<file path="src/scpl_pkg.sv">
// Constants, field layouts and carrier types for the start-up configuration page loader.
// Assumes a 16-bit register port and a 100 MHz system clock.
package scpl_pkg;

   // Register addresses on the plain register port (word addresses).
   localparam logic [15:0] PAGE3_FIRST = 16'h7818;
   localparam logic [15:0] PAGE3_LAST = 16'h781F;
   localparam logic [15:0] PAGE4_FIRST = 16'h7820;
   localparam logic [15:0] PAGE4_LAST = 16'h7827;
   localparam logic [15:0] SIG_ADDR = 16'h7827;
   localparam logic [15:0] ALIAS3_FIRST = 16'h4018;
   localparam logic [15:0] ALIAS3_LAST = 16'h401F;
   localparam logic [15:0] CTRL_ADDR = 16'h7830;
   localparam logic [15:0] STAT_ADDR = 16'h7831;

   // Control register fields.
   localparam int CTRL_DEV_MODE_BIT = 0;
   localparam int CTRL_RELOAD_BIT = 1;
   localparam int CTRL_OTP_RD_BIT = 8;
   localparam int CTRL_OTP_WR_BIT = 9;
   localparam int CTRL_EE_RD_BIT = 10;
   localparam logic CTRL_DEV_MODE_RST = 1'b0;
   localparam logic CTRL_RELOAD_RST = 1'b1;

   // Status register fields.
   localparam int STAT_BUSY_BIT = 0;
   localparam int STAT_HOLD_BIT = 1;
   localparam int STAT_SIG_OK_BIT = 2;
   localparam int STAT_ABSENT_BIT = 3;

   // Page storage: words 0 to 7 are page 3, words 8 to 15 are page 4.
   localparam int CFG_WORDS = 16;
   localparam logic [3:0] PAGE4_IDX = 4'h8;
   localparam logic [3:0] LAST_IDX = 4'hF;
   localparam logic [2:0] OTP_LAST = 3'h7;
   localparam logic [15:0] CFG_RST = 16'h0000;
   localparam logic [15:0] SIG_VALID = 16'hA596;

   // External EEPROM byte addresses.
   localparam logic [5:0] EE_PAGE3_FIRST = 6'h10;
   localparam logic [5:0] EE_PAGE4_FIRST = 6'h20;
   localparam logic [5:0] EE_LAST = 6'h2F;
   localparam int EE_FIFO_WIDTH = 8;
   localparam int EE_FIFO_DEPTH = 8;

   typedef enum logic [2:0] {
      ST_IDLE,
      ST_OTP_RD,
      ST_OTP_WR,
      ST_EE_LOAD,
      ST_CHECK,
      ST_OFF_HOLD
   } scpl_state_t;

   typedef struct packed {
      logic wr;
      logic rd;
      logic [15:0] addr;
      logic [15:0] wdata;
   } scpl_bus_req_t;

   typedef struct packed {
      logic req;
      logic we;
      logic [2:0] addr;
      logic [15:0] wdata;
   } scpl_otp_req_t;

   typedef struct packed {
      logic ack;
      logic [15:0] rdata;
   } scpl_otp_rsp_t;

   typedef struct packed {
      logic req;
      logic [5:0] addr;
   } scpl_ee_req_t;

   typedef struct packed {
      logic ack;
      logic absent;
      logic [7:0] rdata;
   } scpl_ee_rsp_t;

endpackage

</file>
<file path="src/scpl_fifo.sv">
// Byte FIFO between the EEPROM fetch and the word packer.
// Assumes one clock, synchronous active-high reset.
`timescale 1ns/10ps
module scpl_fifo #(
   parameter int WIDTH = 8,
   parameter int DEPTH = 8
) (
   // Clock and reset
   input wire logic clk_sys,
   input wire logic srst,
   // Filling side
   input wire logic in_valid,
   output logic in_ready,
   input wire logic [WIDTH-1:0] in_data,
   // Draining side
   output logic out_valid,
   input wire logic out_ready,
   output logic [WIDTH-1:0] out_data
);
   localparam int AW = (DEPTH > 1) ? $clog2(DEPTH) : 1;
   localparam int CW = $clog2(DEPTH + 1);
   localparam logic [AW-1:0] PTR_MAX = AW'(DEPTH - 1);
   localparam logic [CW-1:0] CNT_FULL = CW'(DEPTH);

   logic [WIDTH-1:0] mem_reg [DEPTH];
   logic [AW-1:0] wr_ptr_reg;
   logic [AW-1:0] rd_ptr_reg;
   logic [CW-1:0] count_reg;
   wire push = in_valid && in_ready;
   wire pop = out_valid && out_ready;

   assign in_ready = (count_reg != CNT_FULL);
   assign out_valid = (count_reg != '0);
   assign out_data = mem_reg[rd_ptr_reg];

   always_ff @(posedge clk_sys) begin
      if (push) begin
         mem_reg[wr_ptr_reg] <= in_data;
      end
   end

   always_ff @(posedge clk_sys) begin
      if (srst) begin
         wr_ptr_reg <= '0;
         rd_ptr_reg <= '0;
         count_reg <= '0;
      end else begin
         if (push) begin
            wr_ptr_reg <= (wr_ptr_reg == PTR_MAX) ? '0 : wr_ptr_reg + 1'b1;
         end
         if (pop) begin
            rd_ptr_reg <= (rd_ptr_reg == PTR_MAX) ? '0 : rd_ptr_reg + 1'b1;
         end
         count_reg <= count_reg + CW'(push) - CW'(pop);
      end
   end
endmodule

</file>
<file path="src/scpl_loader.sv">
// Loader for configuration pages 3 and 4 with OTP and EEPROM sources and signature check.
// Assumes synchronous inputs, one clock, and an OTP and EEPROM that answer each request
// with a one-cycle acknowledge.
//
// Functional notes
// - Page 3 occupies register addresses 7818h to 781Fh.
// - ON request fills page 3 from OTP unless development mode is on or reload is off.
// - OTP read command reloads page 3; OTP write command programs it.
// - Development mode with reload set fills page 3 from EEPROM bytes 10h-1Fh.
// - Even EEPROM byte goes to bits 15:8, the next odd byte to 7:0.
// - Page 4 occupies register addresses 7820h to 7827h.
// - Development mode ON fills page 4 from EEPROM bytes 20h-2Fh, same packing.
// - EEPROM read command reloads pages 3 and 4 outside power transitions.
// - After an EEPROM load for an ON request, the signature is checked first.
// - EEPROM data is valid only when the signature equals A596h.
// - Absent EEPROM or bad signature holds OFF until device reset.
// - The signature register at 7827h is 16 bits and resets to 0000h.
// - A duplicated field reached at either address shares one storage.
//
// Strobed register access is this design's own decision.
`timescale 1ns/10ps
module scpl_loader #(
   parameter int FIFO_DEPTH = scpl_pkg::EE_FIFO_DEPTH
) (
   // Clock and reset
   input wire logic clk_sys,
   input wire logic srst,
   // Register port
   input wire scpl_pkg::scpl_bus_req_t bus_req,
   output logic [15:0] bus_rdata,
   // Power state handshake
   input wire logic on_req,
   output logic on_grant,
   output logic hold_off,
   // OTP array
   output scpl_pkg::scpl_otp_req_t otp_req,
   input wire scpl_pkg::scpl_otp_rsp_t otp_rsp,
   // External configuration EEPROM
   output scpl_pkg::scpl_ee_req_t ee_req,
   input wire scpl_pkg::scpl_ee_rsp_t ee_rsp
);
   import scpl_pkg::*;

   scpl_state_t state_reg;
   scpl_state_t state_next;
   logic [15:0] cfg_mem_reg [CFG_WORDS];
   logic dev_mode_reg;
   logic reload_reg;
   logic on_load_reg;
   logic sig_ok_reg;
   logic absent_reg;
   logic [2:0] otp_ptr_reg;
   logic otp_req_reg;
   logic [5:0] ee_addr_reg;
   logic ee_req_reg;
   logic ee_issued_reg;
   logic [3:0] drain_idx_reg;
   logic odd_phase_reg;
   logic [7:0] hi_byte_reg;
   logic [15:0] rdata_reg;
   logic grant_reg;
   logic hold_reg;
   logic otp_we_reg;
   logic [15:0] otp_wdata_reg;

   // Address decode.
   wire [15:0] addr = bus_req.addr;
   wire hit_pages = (addr >= PAGE3_FIRST) && (addr <= PAGE4_LAST);
   wire hit_alias = (addr >= ALIAS3_FIRST) && (addr <= ALIAS3_LAST);
   wire hit_mem = hit_pages || hit_alias;
   wire [15:0] page_off = addr - PAGE3_FIRST;
   wire [15:0] alias_off = addr - ALIAS3_FIRST;
   wire [3:0] bus_idx = hit_alias ? alias_off[3:0] : page_off[3:0];
   wire bus_mem_wr = bus_req.wr && hit_mem;
   wire ctrl_wr = bus_req.wr && (addr == CTRL_ADDR);

   // Commands and ON requests are taken only while idle.
   wire idle = (state_reg == ST_IDLE);
   wire cmd_otp_rd = idle && ctrl_wr && bus_req.wdata[CTRL_OTP_RD_BIT];
   wire cmd_otp_wr = idle && ctrl_wr && bus_req.wdata[CTRL_OTP_WR_BIT];
   wire cmd_ee_rd = idle && ctrl_wr && bus_req.wdata[CTRL_EE_RD_BIT];
   wire on_take = idle && on_req && !(cmd_otp_rd || cmd_otp_wr || cmd_ee_rd);

   // FIFO and word packer.
   logic fifo_in_ready;
   logic fifo_out_valid;
   logic [7:0] fifo_out_data;
   wire ee_ack = ee_req_reg && ee_rsp.ack;
   wire drain_ready = !bus_mem_wr;
   wire drain_pop = fifo_out_valid && drain_ready;
   wire word_wr = drain_pop && odd_phase_reg;
   wire [15:0] packed_word = {hi_byte_reg, fifo_out_data};
   wire ee_last_word = word_wr && (drain_idx_reg == LAST_IDX);
   wire ee_gone = (state_reg == ST_EE_LOAD) && ee_rsp.absent;
   // A new byte is asked for only with room in the FIFO and the EEPROM present.
   wire fetch_more = !ee_issued_reg && fifo_in_ready && !ee_rsp.absent;

   // OTP transfer progress.
   wire otp_ack = otp_req_reg && otp_rsp.ack;
   wire otp_rd_wr = otp_ack && (state_reg == ST_OTP_RD);
   wire otp_last = otp_ack && (otp_ptr_reg == OTP_LAST);

   // Storage write port: OTP reads first, then the register port; EEPROM words wait out any register-port write.
   wire mem_we = otp_rd_wr || word_wr || bus_mem_wr;
   wire [3:0] mem_idx = otp_rd_wr ? {1'b0, otp_ptr_reg} :
                        word_wr ? drain_idx_reg : bus_idx;
   wire [15:0] mem_wdata = otp_rd_wr ? otp_rsp.rdata :
                           word_wr ? packed_word : bus_req.wdata;

   // Read data selection.
   wire [15:0] ctrl_rdata = {14'h0000, reload_reg, dev_mode_reg};
   wire [15:0] stat_rdata = {12'h000, absent_reg, sig_ok_reg, hold_off, !idle};
   wire [15:0] rdata_next = hit_mem ? cfg_mem_reg[bus_idx] :
                            (addr == CTRL_ADDR) ? ctrl_rdata :
                            (addr == STAT_ADDR) ? stat_rdata : 16'h0000;

   // Source selection for an ON request.
   wire on_ee = dev_mode_reg;
   wire on_otp = !dev_mode_reg && reload_reg;
   wire [5:0] ee_start = (cmd_ee_rd || reload_reg) ? EE_PAGE3_FIRST : EE_PAGE4_FIRST;
   wire [3:0] idx_start = (cmd_ee_rd || reload_reg) ? 4'h0 : PAGE4_IDX;
   wire sig_ok = (cfg_mem_reg[LAST_IDX] == SIG_VALID);

   // Next values of the registered outputs.
   wire hold_next = (state_next == ST_OFF_HOLD);
   wire otp_we_next = (state_next == ST_OTP_WR);
   wire [15:0] otp_wdata_next = cfg_mem_reg[{1'b0, otp_ptr_reg}];

   scpl_fifo #(
      .WIDTH(EE_FIFO_WIDTH),
      .DEPTH(FIFO_DEPTH)
   ) u_fifo (
      .clk_sys(clk_sys),
      .srst(srst),
      .in_valid(ee_ack),
      .in_ready(fifo_in_ready),
      .in_data(ee_rsp.rdata),
      .out_valid(fifo_out_valid),
      .out_ready(drain_ready),
      .out_data(fifo_out_data)
   );

   always_comb begin
      state_next = state_reg;
      case (state_reg)
         ST_IDLE: begin
            if (cmd_otp_rd) begin
               state_next = ST_OTP_RD;
            end else if (cmd_otp_wr) begin
               state_next = ST_OTP_WR;
            end else if (cmd_ee_rd) begin
               state_next = ST_EE_LOAD;
            end else if (on_take && on_ee) begin
               state_next = ST_EE_LOAD;
            end else if (on_take && on_otp) begin
               state_next = ST_OTP_RD;
            end
         end
         ST_OTP_RD, ST_OTP_WR: begin
            if (otp_last) begin
               state_next = ST_IDLE;
            end
         end
         ST_EE_LOAD: begin
            if (ee_gone) begin
               state_next = on_load_reg ? ST_OFF_HOLD : ST_IDLE;
            end else if (ee_last_word) begin
               state_next = on_load_reg ? ST_CHECK : ST_IDLE;
            end
         end
         ST_CHECK: begin
            state_next = sig_ok ? ST_IDLE : ST_OFF_HOLD;
         end
         ST_OFF_HOLD: begin
            state_next = ST_OFF_HOLD;
         end
         default: begin
            state_next = ST_IDLE;
         end
      endcase
   end

   always_ff @(posedge clk_sys) begin
      if (srst) begin
         state_reg <= ST_IDLE;
         dev_mode_reg <= CTRL_DEV_MODE_RST;
         reload_reg <= CTRL_RELOAD_RST;
         on_load_reg <= 1'b0;
         sig_ok_reg <= 1'b0;
         absent_reg <= 1'b0;
         rdata_reg <= 16'h0000;
         grant_reg <= 1'b0;
      end else begin
         state_reg <= state_next;
         rdata_reg <= bus_req.rd ? rdata_next : 16'h0000;
         if (ctrl_wr) begin
            dev_mode_reg <= bus_req.wdata[CTRL_DEV_MODE_BIT];
            reload_reg <= bus_req.wdata[CTRL_RELOAD_BIT];
         end
         if (idle) begin
            on_load_reg <= on_take;
         end
         if (state_reg == ST_CHECK) begin
            sig_ok_reg <= sig_ok;
         end
         if (ee_gone) begin
            absent_reg <= 1'b1;
         end
         grant_reg <= (on_take && !on_ee && !on_otp) ||
                      (on_load_reg && otp_last && state_reg == ST_OTP_RD) ||
                      (state_reg == ST_CHECK && sig_ok);
      end
   end

   // Registered outputs, so each port comes straight from a flip-flop.
   always_ff @(posedge clk_sys) begin
      if (srst) begin
         hold_reg <= 1'b0;
         otp_we_reg <= 1'b0;
         otp_wdata_reg <= CFG_RST;
      end else begin
         hold_reg <= hold_next;
         otp_we_reg <= otp_we_next;
         otp_wdata_reg <= otp_wdata_next;
      end
   end

   // Page storage shared by both address windows.
   always_ff @(posedge clk_sys) begin
      if (srst) begin
         for (int i = 0; i < CFG_WORDS; i++) begin
            cfg_mem_reg[i] <= CFG_RST;
         end
      end else if (mem_we) begin
         cfg_mem_reg[mem_idx] <= mem_wdata;
      end
   end

   // OTP word sequencer.
   always_ff @(posedge clk_sys) begin
      if (srst) begin
         otp_ptr_reg <= 3'h0;
         otp_req_reg <= 1'b0;
      end else if (state_reg == ST_OTP_RD || state_reg == ST_OTP_WR) begin
         otp_req_reg <= !otp_ack && !otp_last;
         if (otp_ack) begin
            otp_ptr_reg <= otp_ptr_reg + 3'h1;
         end
      end else begin
         otp_ptr_reg <= 3'h0;
         otp_req_reg <= 1'b0;
      end
   end

   // EEPROM byte fetch and word packer.
   always_ff @(posedge clk_sys) begin
      if (srst) begin
         ee_addr_reg <= 6'h00;
         ee_req_reg <= 1'b0;
         ee_issued_reg <= 1'b0;
         drain_idx_reg <= 4'h0;
         odd_phase_reg <= 1'b0;
         hi_byte_reg <= 8'h00;
      end else if (state_reg == ST_EE_LOAD) begin
         // Hold each byte request until its acknowledge arrives.
         if (ee_req_reg) begin
            ee_req_reg <= !ee_ack;
         end else begin
            ee_req_reg <= fetch_more;
         end
         if (ee_ack) begin
            ee_addr_reg <= ee_addr_reg + 6'h01;
            ee_issued_reg <= (ee_addr_reg == EE_LAST);
         end
         if (drain_pop) begin
            odd_phase_reg <= !odd_phase_reg;
            if (!odd_phase_reg) begin
               hi_byte_reg <= fifo_out_data;
            end else begin
               drain_idx_reg <= drain_idx_reg + 4'h1;
            end
         end
      end else begin
         ee_req_reg <= 1'b0;
         ee_issued_reg <= 1'b0;
         odd_phase_reg <= 1'b0;
         if (idle) begin
            ee_addr_reg <= ee_start;
            drain_idx_reg <= idx_start;
         end
      end
   end

   assign bus_rdata = rdata_reg;
   assign on_grant = grant_reg;
   assign hold_off = hold_reg;
   assign otp_req.req = otp_req_reg;
   assign otp_req.we = otp_we_reg;
   assign otp_req.addr = otp_ptr_reg;
   assign otp_req.wdata = otp_wdata_reg;
   assign ee_req.req = ee_req_reg;
   assign ee_req.addr = ee_addr_reg;
endmodule

</file>
<file path="config.mk">
export PLATFORM = sky130hd
export DESIGN_NAME = scpl_loader
export DESIGN_NICKNAME = d
export VERILOG_FILES = /design/src/scpl_pkg.sv /design/src/scpl_fifo.sv /design/src/scpl_loader.sv
export SDC_FILE = /design/constraint.sdc
export NUM_CORES = 1
export LEC_CHECK = 0
export BUFFER_PORTS_ARGS = -buffer_cell sky130_fd_sc_hd__clkbuf_2
export CAP_MARGIN = 0
export CORE_MARGIN = 2
export CORE_UTILIZATION = 54
export CTS_BUF_LIST = sky130_fd_sc_hd__clkbuf_4 sky130_fd_sc_hd__clkbuf_8
export CTS_CLUSTER_DIAMETER = 100
export DETAILED_ROUTE_END_ITERATION = 10
export PLACE_DENSITY_LB_ADDON = 0.12
export SYNTH_ARGS = -nofsm -noshare
export SYNTH_HDL_FRONTEND = slang
export SYNTH_HIERARCHICAL = 1
export SYNTH_SLANG_ARGS = --single-unit
</file>
<file path="constraint.sdc">
create_clock -name clk_sys -period 3.8 [get_ports clk_sys]
set_input_delay 0.38 -clock clk_sys [delete_from_list [all_inputs] [get_ports clk_sys]]
set_output_delay 0.38 -clock clk_sys [all_outputs]
set_load 0.01 [all_outputs]
</file>
==> metrics.cfg, run 1 <==
[status]
status = completed

[floorplan]
core_area_um2 = 35200
die_h_um = 192
rows = 69
die_area_um2 = 37000
dieWidth_um = 192
initial_core_util = 0.544
ioPinCount = 110

[finish]
largest_reg_flops = 256
final_common_cell = edfxtp_1
antenna_cells = 0
layout-drive-gt1-share = 0.366
layout_common_cells = 320 x edfxtp_1, 211 x nor3_1, 113 x mux4_2
stdcell_area_um2 = 21900
fin_nets = 1524
n_fill_cell = 2698
instances_no_fill = 1959
synthToLayoutAreaGrowth_pct = 14.3
final_util = 0.622

[timing]
hold_viol_final = 0
fin_crit_sh = 0.854
setup_ws_ps = 556
worst_pin_slew_ps = 966
post-route-min-period_ps = 3240
setup_viol_count_final = 0
slew_violations = 0
fin_setup_tns_ps = 0
skew_ps = 24.6
max_freq_mhz = 308
max_slew_margin = 0.353
rsz0062_at_grt = no

[grt]
grt-ovfl-total = 0
grt.busiest_layer = met2
grtUsageMet2 = 0.459
met1_usage = 0.406
grt_antenna_before_repair = 1
grt_pass1_vias = 12579
grt_pass1_wl_mm = 77.8
grt_use_met3 = 0.0647
grt_usage = 0.290
grt_max_degree = 61

[yosys]
synth-edff-count = 320
ys_warn_count = 6
synthesis.nets = 1396
synth_top_cell_by_area = edfxtp_1
synth_ff_type = edfxtp_1
synth_area_um2 = 19200
yosysSeqAreaShare = 0.586
synthTopCellsByArea = edfxtp_1 50%, mux4_2 13%, dfxtp_1 8.5%
ys_types = 66
synthArstFlopShare = 0
synth_area_per_cell_um2 = 14.6
synth_cells = 1317
synth-seq-cells = 401
synth_top_area_frac = 0.501

[placement]
io_buffers = 109
post-place-ws_ps = 308
dp_hpwl_mm = 33.7
dp.cells = 1834
gp_congestion = 0.858
dpl_cell_area_um2 = 20400

[worst_setup_path]
crit_path_end_kind = flop
worstPathMaxFanout = 37
cp.buffers_inverters = 2
crit_chain = inv_1 > ha_1 > or3b_1 > nand2_1 > a21oi_4 > mux2i_1 > or3b_4 > o21ai_2 > buf_4
slowest_stage = or3b_4
startpoint_type = flop
cp_top_family = simple AND/OR/NAND/NOR gates
arrival_ps = 3530
max_stage_delay_ps = 660
required_ps = 4080
criticalPathCategory = reg2reg

[cts]
postCtsSetupBuffers = 0
htree_levels = 3
clkSinkCount = 401
ctsResizeCount = 0
cts_tree = done
cts.hold.buffers_added = 0
ctsLongestPathBuffers = 3
path_clk_slew_ps = 60
cts_root_buffer = clkbuf_8
clock_latency_ps = 610
cts_buffers = 70

[drt]
firstDrtPassIters = 5
drtAntennaViolNets = 0
drtIter0Drc = 1225
drc = 0
drt_wl_total_mm = 51.1
via_count = 12403
wl_per_cell_um = 26.1
vias_per_cell = 6.33

[power_and_ir_drop]
powerDensity_nw_per_um2 = 471
p_leak_nw = 7.58
peakVddDrop_uv = 423

[run]
drv_cap = 0

[hold_path]
min_path_type = in2reg

-- layer usage --
| metal | wire length [um] | part of all wire |
|---|---|---|
| met5 | 0 | 0 |
| met2 | 24400 | 0.48 |
| met4 | 865 | 0.017 |
| met1 | 21400 | 0.42 |
| met3 | 4350 | 0.085 |
-- logic make-up after synthesis --
logic type | synth area share
AO/OA/AOI/OAI | 0.0309
multiplexers | 0.197
XOR/XNOR | 0.00274
AND/OR/NAND/NOR | 0.136
flip-flops | 0.586
adder cells (fa/ha/maj) | 0.0102
buffers and inverters | 0.0371
-- report_power, final --
| part | leakage, nW | switching (mW) | internal (mW) |
|---|---|---|---|
| Sequential | 3.87 | 0.113 | 4.87 |
| Combinational | 2.92 | 0.646 | 0.489 |
| Clock | 0.786 | 1.75 | 2.44 |
| Total | 7.58 | 2.51 | 7.81 |
-- stage by stage --
step	total power, mW	hold WS [ps]
finish	10.3	50.6
global route	10.7	48.5
CTS	10.4	9.13
detailed placement	6.20	459
global placement	6.19	456
floorplan	5.81	437
-- area by class of cell --
| type | instances | area [um2] | area share |
|---|---|---|---|
| sequential | 401 | 11200 | 0.513 |
| multi-input combinational | 771 | 7360 | 0.336 |
| clock buffer | 105 | 1290 | 0.0591 |
| timing repair buffer | 188 | 1200 | 0.0549 |
| clock inverter | 20 | 186 | 0.00851 |
| inverter | 13 | 48.8 | 0.00223 |
| tap | 461 | 577 | 0.0263 |
-- cell usage after synthesis, types with 15 or more instances --
| cell | instances |
|---|---|
| a21oi_1 | 22 |
| buf_2 | 35 |
| clkbuf_1 | 64 |
| dfxtp_1 | 81 |
| edfxtp_1 | 320 |
| mux2_2 | 26 |
| mux2i_1 | 44 |
| mux4_1 | 15 |
| mux4_2 | 113 |
| nand2_1 | 25 |
| nand2b_1 | 17 |
| nand3_1 | 17 |
| nor2_1 | 63 |
| nor2b_1 | 19 |
| nor3_1 | 214 |
| nor3_2 | 61 |
| o21ai_0 | 30 |
-- path summary, 6_finish.rpt --
check	slack (ps)	startpoint	end	cells past startpoint
max reg2reg	560	u_fifo/count_reg[2]	cfg_mem_reg[4][11]	9
min reg2reg	470	ee_issued_reg	ee_issued_reg	2
max	560	u_fifo/count_reg[2]	cfg_mem_reg[4][11]	9
min	50	otp_rsp[16]	otp_req_reg	2
(Power assumes the default switching activity.)
==> inputs of run 2 (changes only) <==
--- a/config.mk
+++ b/config.mk
@@ -7,6 +7,7 @@
 export LEC_CHECK = 0
 export BUFFER_PORTS_ARGS = -buffer_cell sky130_fd_sc_hd__clkbuf_2
 export CAP_MARGIN = 0
+export CORE_ASPECT_RATIO = 0.5
 export CORE_MARGIN = 2
 export CORE_UTILIZATION = 54
 export CTS_BUF_LIST = sky130_fd_sc_hd__clkbuf_4 sky130_fd_sc_hd__clkbuf_8
==> run 2 against run 1 <==
Hold slack lost 17 ps. Utilization is essentially flat. Worst setup slack lost 13 ps. First-iteration DRC count shrank 7.8%. Fmax shrank 0.40%. Critical endpoint is now cfg_mem_reg[4][5].
==> metrics.cfg, run 2 (synthesized netlist as in run 1, its figures left out) <==
[floorplan]
initial_core_util = 0.552  ; was 0.544
rows = 48  ; was 69
dieWidth_um = 270  ; was 192 um
core_area_um2 = 34700  ; was 35200 um2
ioPinCount = 110  ; unchanged
die_area_um2 = 37100  ; was 37000 um2
die_h_um = 137  ; was 192 um

[finish]
largest_reg_flops = 256  ; unchanged
fin_nets = 1510  ; was 1524
layout-drive-gt1-share = 0.353  ; was 0.366
layout_common_cells = 320 x edfxtp_1, 214 x nor3_1, 113 x mux4_2  ; was 320 x edfxtp_1, 211 x nor3_1, 113 x mux4_2
stdcell_area_um2 = 21600  ; was 21900 um2
final_common_cell = edfxtp_1  ; unchanged
synthToLayoutAreaGrowth_pct = 12.7  ; was 14.3%
final_util = 0.622  ; about the same
antenna_cells = 0  ; unchanged

[cts]
clock_latency_ps = 630  ; was 610 ps
cts.hold.buffers_added = 2  ; was 0
postCtsSetupBuffers = 0  ; unchanged
cts_buffers = 56  ; was 70
cts_root_buffer = clkbuf_8  ; unchanged
ctsResizeCount = 0  ; unchanged
htree_levels = 2  ; was 3
path_clk_slew_ps = 70  ; was 60 ps
cts_tree = done  ; unchanged
ctsLongestPathBuffers = 3  ; unchanged
clkSinkCount = 401  ; unchanged

[status]
status = completed  ; unchanged

[worst_setup_path]
r2r_slack_ps = 540  ; was 560 ps
startpoint_type = flop  ; unchanged
worstPathMaxFanout = 15  ; was 37
crit_chain = inv_1 > ha_1 > or3b_1 > nand2_1 > a21oi_4 > mux2i_1 > or3b_2 > o21ai_2 > buf_12  ; was inv_1 > ha_1 > or3b_1 > nand2_1 > a21oi_4 > mux2i_1 > or3b_4 > o21ai_2 > buf_4
slowest_stage = or3b_2  ; was or3b_4
cp-startpoint = u_fifo/count_reg[2]  ; unchanged
criticalPathCategory = reg2reg  ; unchanged
max_stage_delay_ps = 690  ; was 660 ps
required_ps = 4120  ; was 4080 ps
arrival_ps = 3580  ; was 3530 ps
r2r_start = u_fifo/count_reg[2]  ; unchanged
crit_path_end_kind = flop  ; unchanged

[power_and_ir_drop]
combPwrFrac = 0.117  ; was 0.110
clkPwrFrac = 0.366  ; was 0.406
p_leak_nw = 7.43  ; was 7.58 nW
powerDensity_nw_per_um2 = 446  ; was 471 nW/um2
switchingPower_mw = 2.40  ; was 2.51 mW
peakVddDrop_uv = 412  ; was 423 uV
power_mw = 9.62  ; was 10.3 mW
power_frac_seq = 0.517  ; was 0.484
p_int_mw = 7.22  ; was 7.81 mW
swShare = 0.250  ; was 0.243

[timing]
post-route-min-period_ps = 3260  ; was 3240 ps
hold_viol_final = 0  ; unchanged
setup_viol_count_final = 0  ; unchanged
fin_crit_sh = 0.857  ; was 0.854
skew_ps = 29.5  ; was 24.6 ps
fin_setup_tns_ps = 0  ; unchanged
worst_pin_slew_ps = 909  ; was 966 ps
max_freq_mhz = 307  ; was 308 MHz
rsz0062_at_grt = no  ; unchanged
whs_ps = 33.3  ; was 50.6 ps
max_slew_margin = 0.392  ; was 0.353
slew_violations = 0  ; unchanged

[drt]
drtIter0Drc = 1129  ; was 1225
via_count = 12136  ; was 12.4k
firstDrtPassIters = 5  ; unchanged
drtAntennaViolNets = 0  ; unchanged
wl_per_cell_um = 25.0  ; was 26.1 um
drt_wl_total_mm = 48.8  ; was 51.1 mm
vias_per_cell = 6.21  ; was 6.33
drc = 0  ; unchanged

[placement]
dp_hpwl_mm = 32.7  ; was 33.7 mm
gp_congestion = 0.856  ; was 0.858
io_buffers = 109  ; unchanged
dpl_cell_area_um2 = 20400  ; about the same

[hold_path]
min_path_type = in2reg  ; unchanged
min_from = bus_req[1]  ; was otp_rsp[16]

[grt]
grt_antenna_before_repair = 1  ; unchanged
grt.busiest_layer = met2  ; unchanged
grt_max_degree = 65  ; was 61
grt_pass1_wl_mm = 74.1  ; was 77.8 mm
met1_usage = 0.372  ; was 0.406
grt_pass1_vias = 12229  ; was 12.6k
grt_usage = 0.267  ; was 0.290
grt_use_met3 = 0.0594  ; was 0.0647
grtUsageMet2 = 0.431  ; was 0.459
grt-ovfl-total = 0  ; unchanged

[run]
drv_cap = 0  ; unchanged

run 2: cell count changes in the layout (fill, tap and decap cells not counted), moves of 2 or more:
cell / delta
bufinv_16: -4
nor3_2: -3
o21ai_2: -10
clkbuf_4: +6
clkinv_1: -8
buf_4: -4
dlygate4sd3_1: +2
clkbuf_8: -16
buf_12: +2
nor3_1: +3
o21ai_1: +10
run 2: final cells by class:
cell class,count,area (um2)
Clock inverter,11,63.8
Tap cell,475,594
Fill cell,2681,13100
Sequential cell,401,11200
Inverter,13,48.8
Multi-Input combinational cell,771,7300
Clock buffer,95,1120
Timing Repair Buffer,188,1230
run 2: worst paths after layout:
path | to | cells after the start
worst max-delay path | cfg_mem_reg[4][5] | 9
worst min-delay path | reload_reg | 3
worst max register to register | cfg_mem_reg[4][5] | 9
worst min register to register | ee_issued_reg | 2
run 2: per-layer routing:
| metal | wire length (um) | vias to the layer above |
|---|---|---|
| li1 | - | 5395 |
| met1 | 20500 | 6183 |
| met2 | 23200 | 475 |
| met3 | 3980 | 81 |
| met4 | 1150 | 2 |
| met5 | 12 | - |
run 2: worst max-delay path, delay by kind of cell, from the launching register on:
kind | cells | cell delay, ps
flops | 1 | 310
buf+inv | 2 | 260
compound gates | 2 | 700
simple gates | 3 | 1120
fa+ha+maj | 1 | 180
mux | 1 | 390
run 2: stage by stage:
stage,worst slack (ps),std cells
floorplan,2.76,1317
global placement,571,1846
detailed placement,491,1846
CTS,540,1954
global route,325,1954
finish,543,1954
run 2: power by group through the flow:
stage,clock [mW],combinational (mW),sequential (mW)
4_1_cts,3.57,1.13,4.97
6_report,3.52,1.13,4.97
3_5_place_dp,0,1.13,5.07
2_1_floorplan,0,0.799,5.01
5_1_grt,3.74,1.21,4.99
3_3_place_gp,0,1.10,5.06
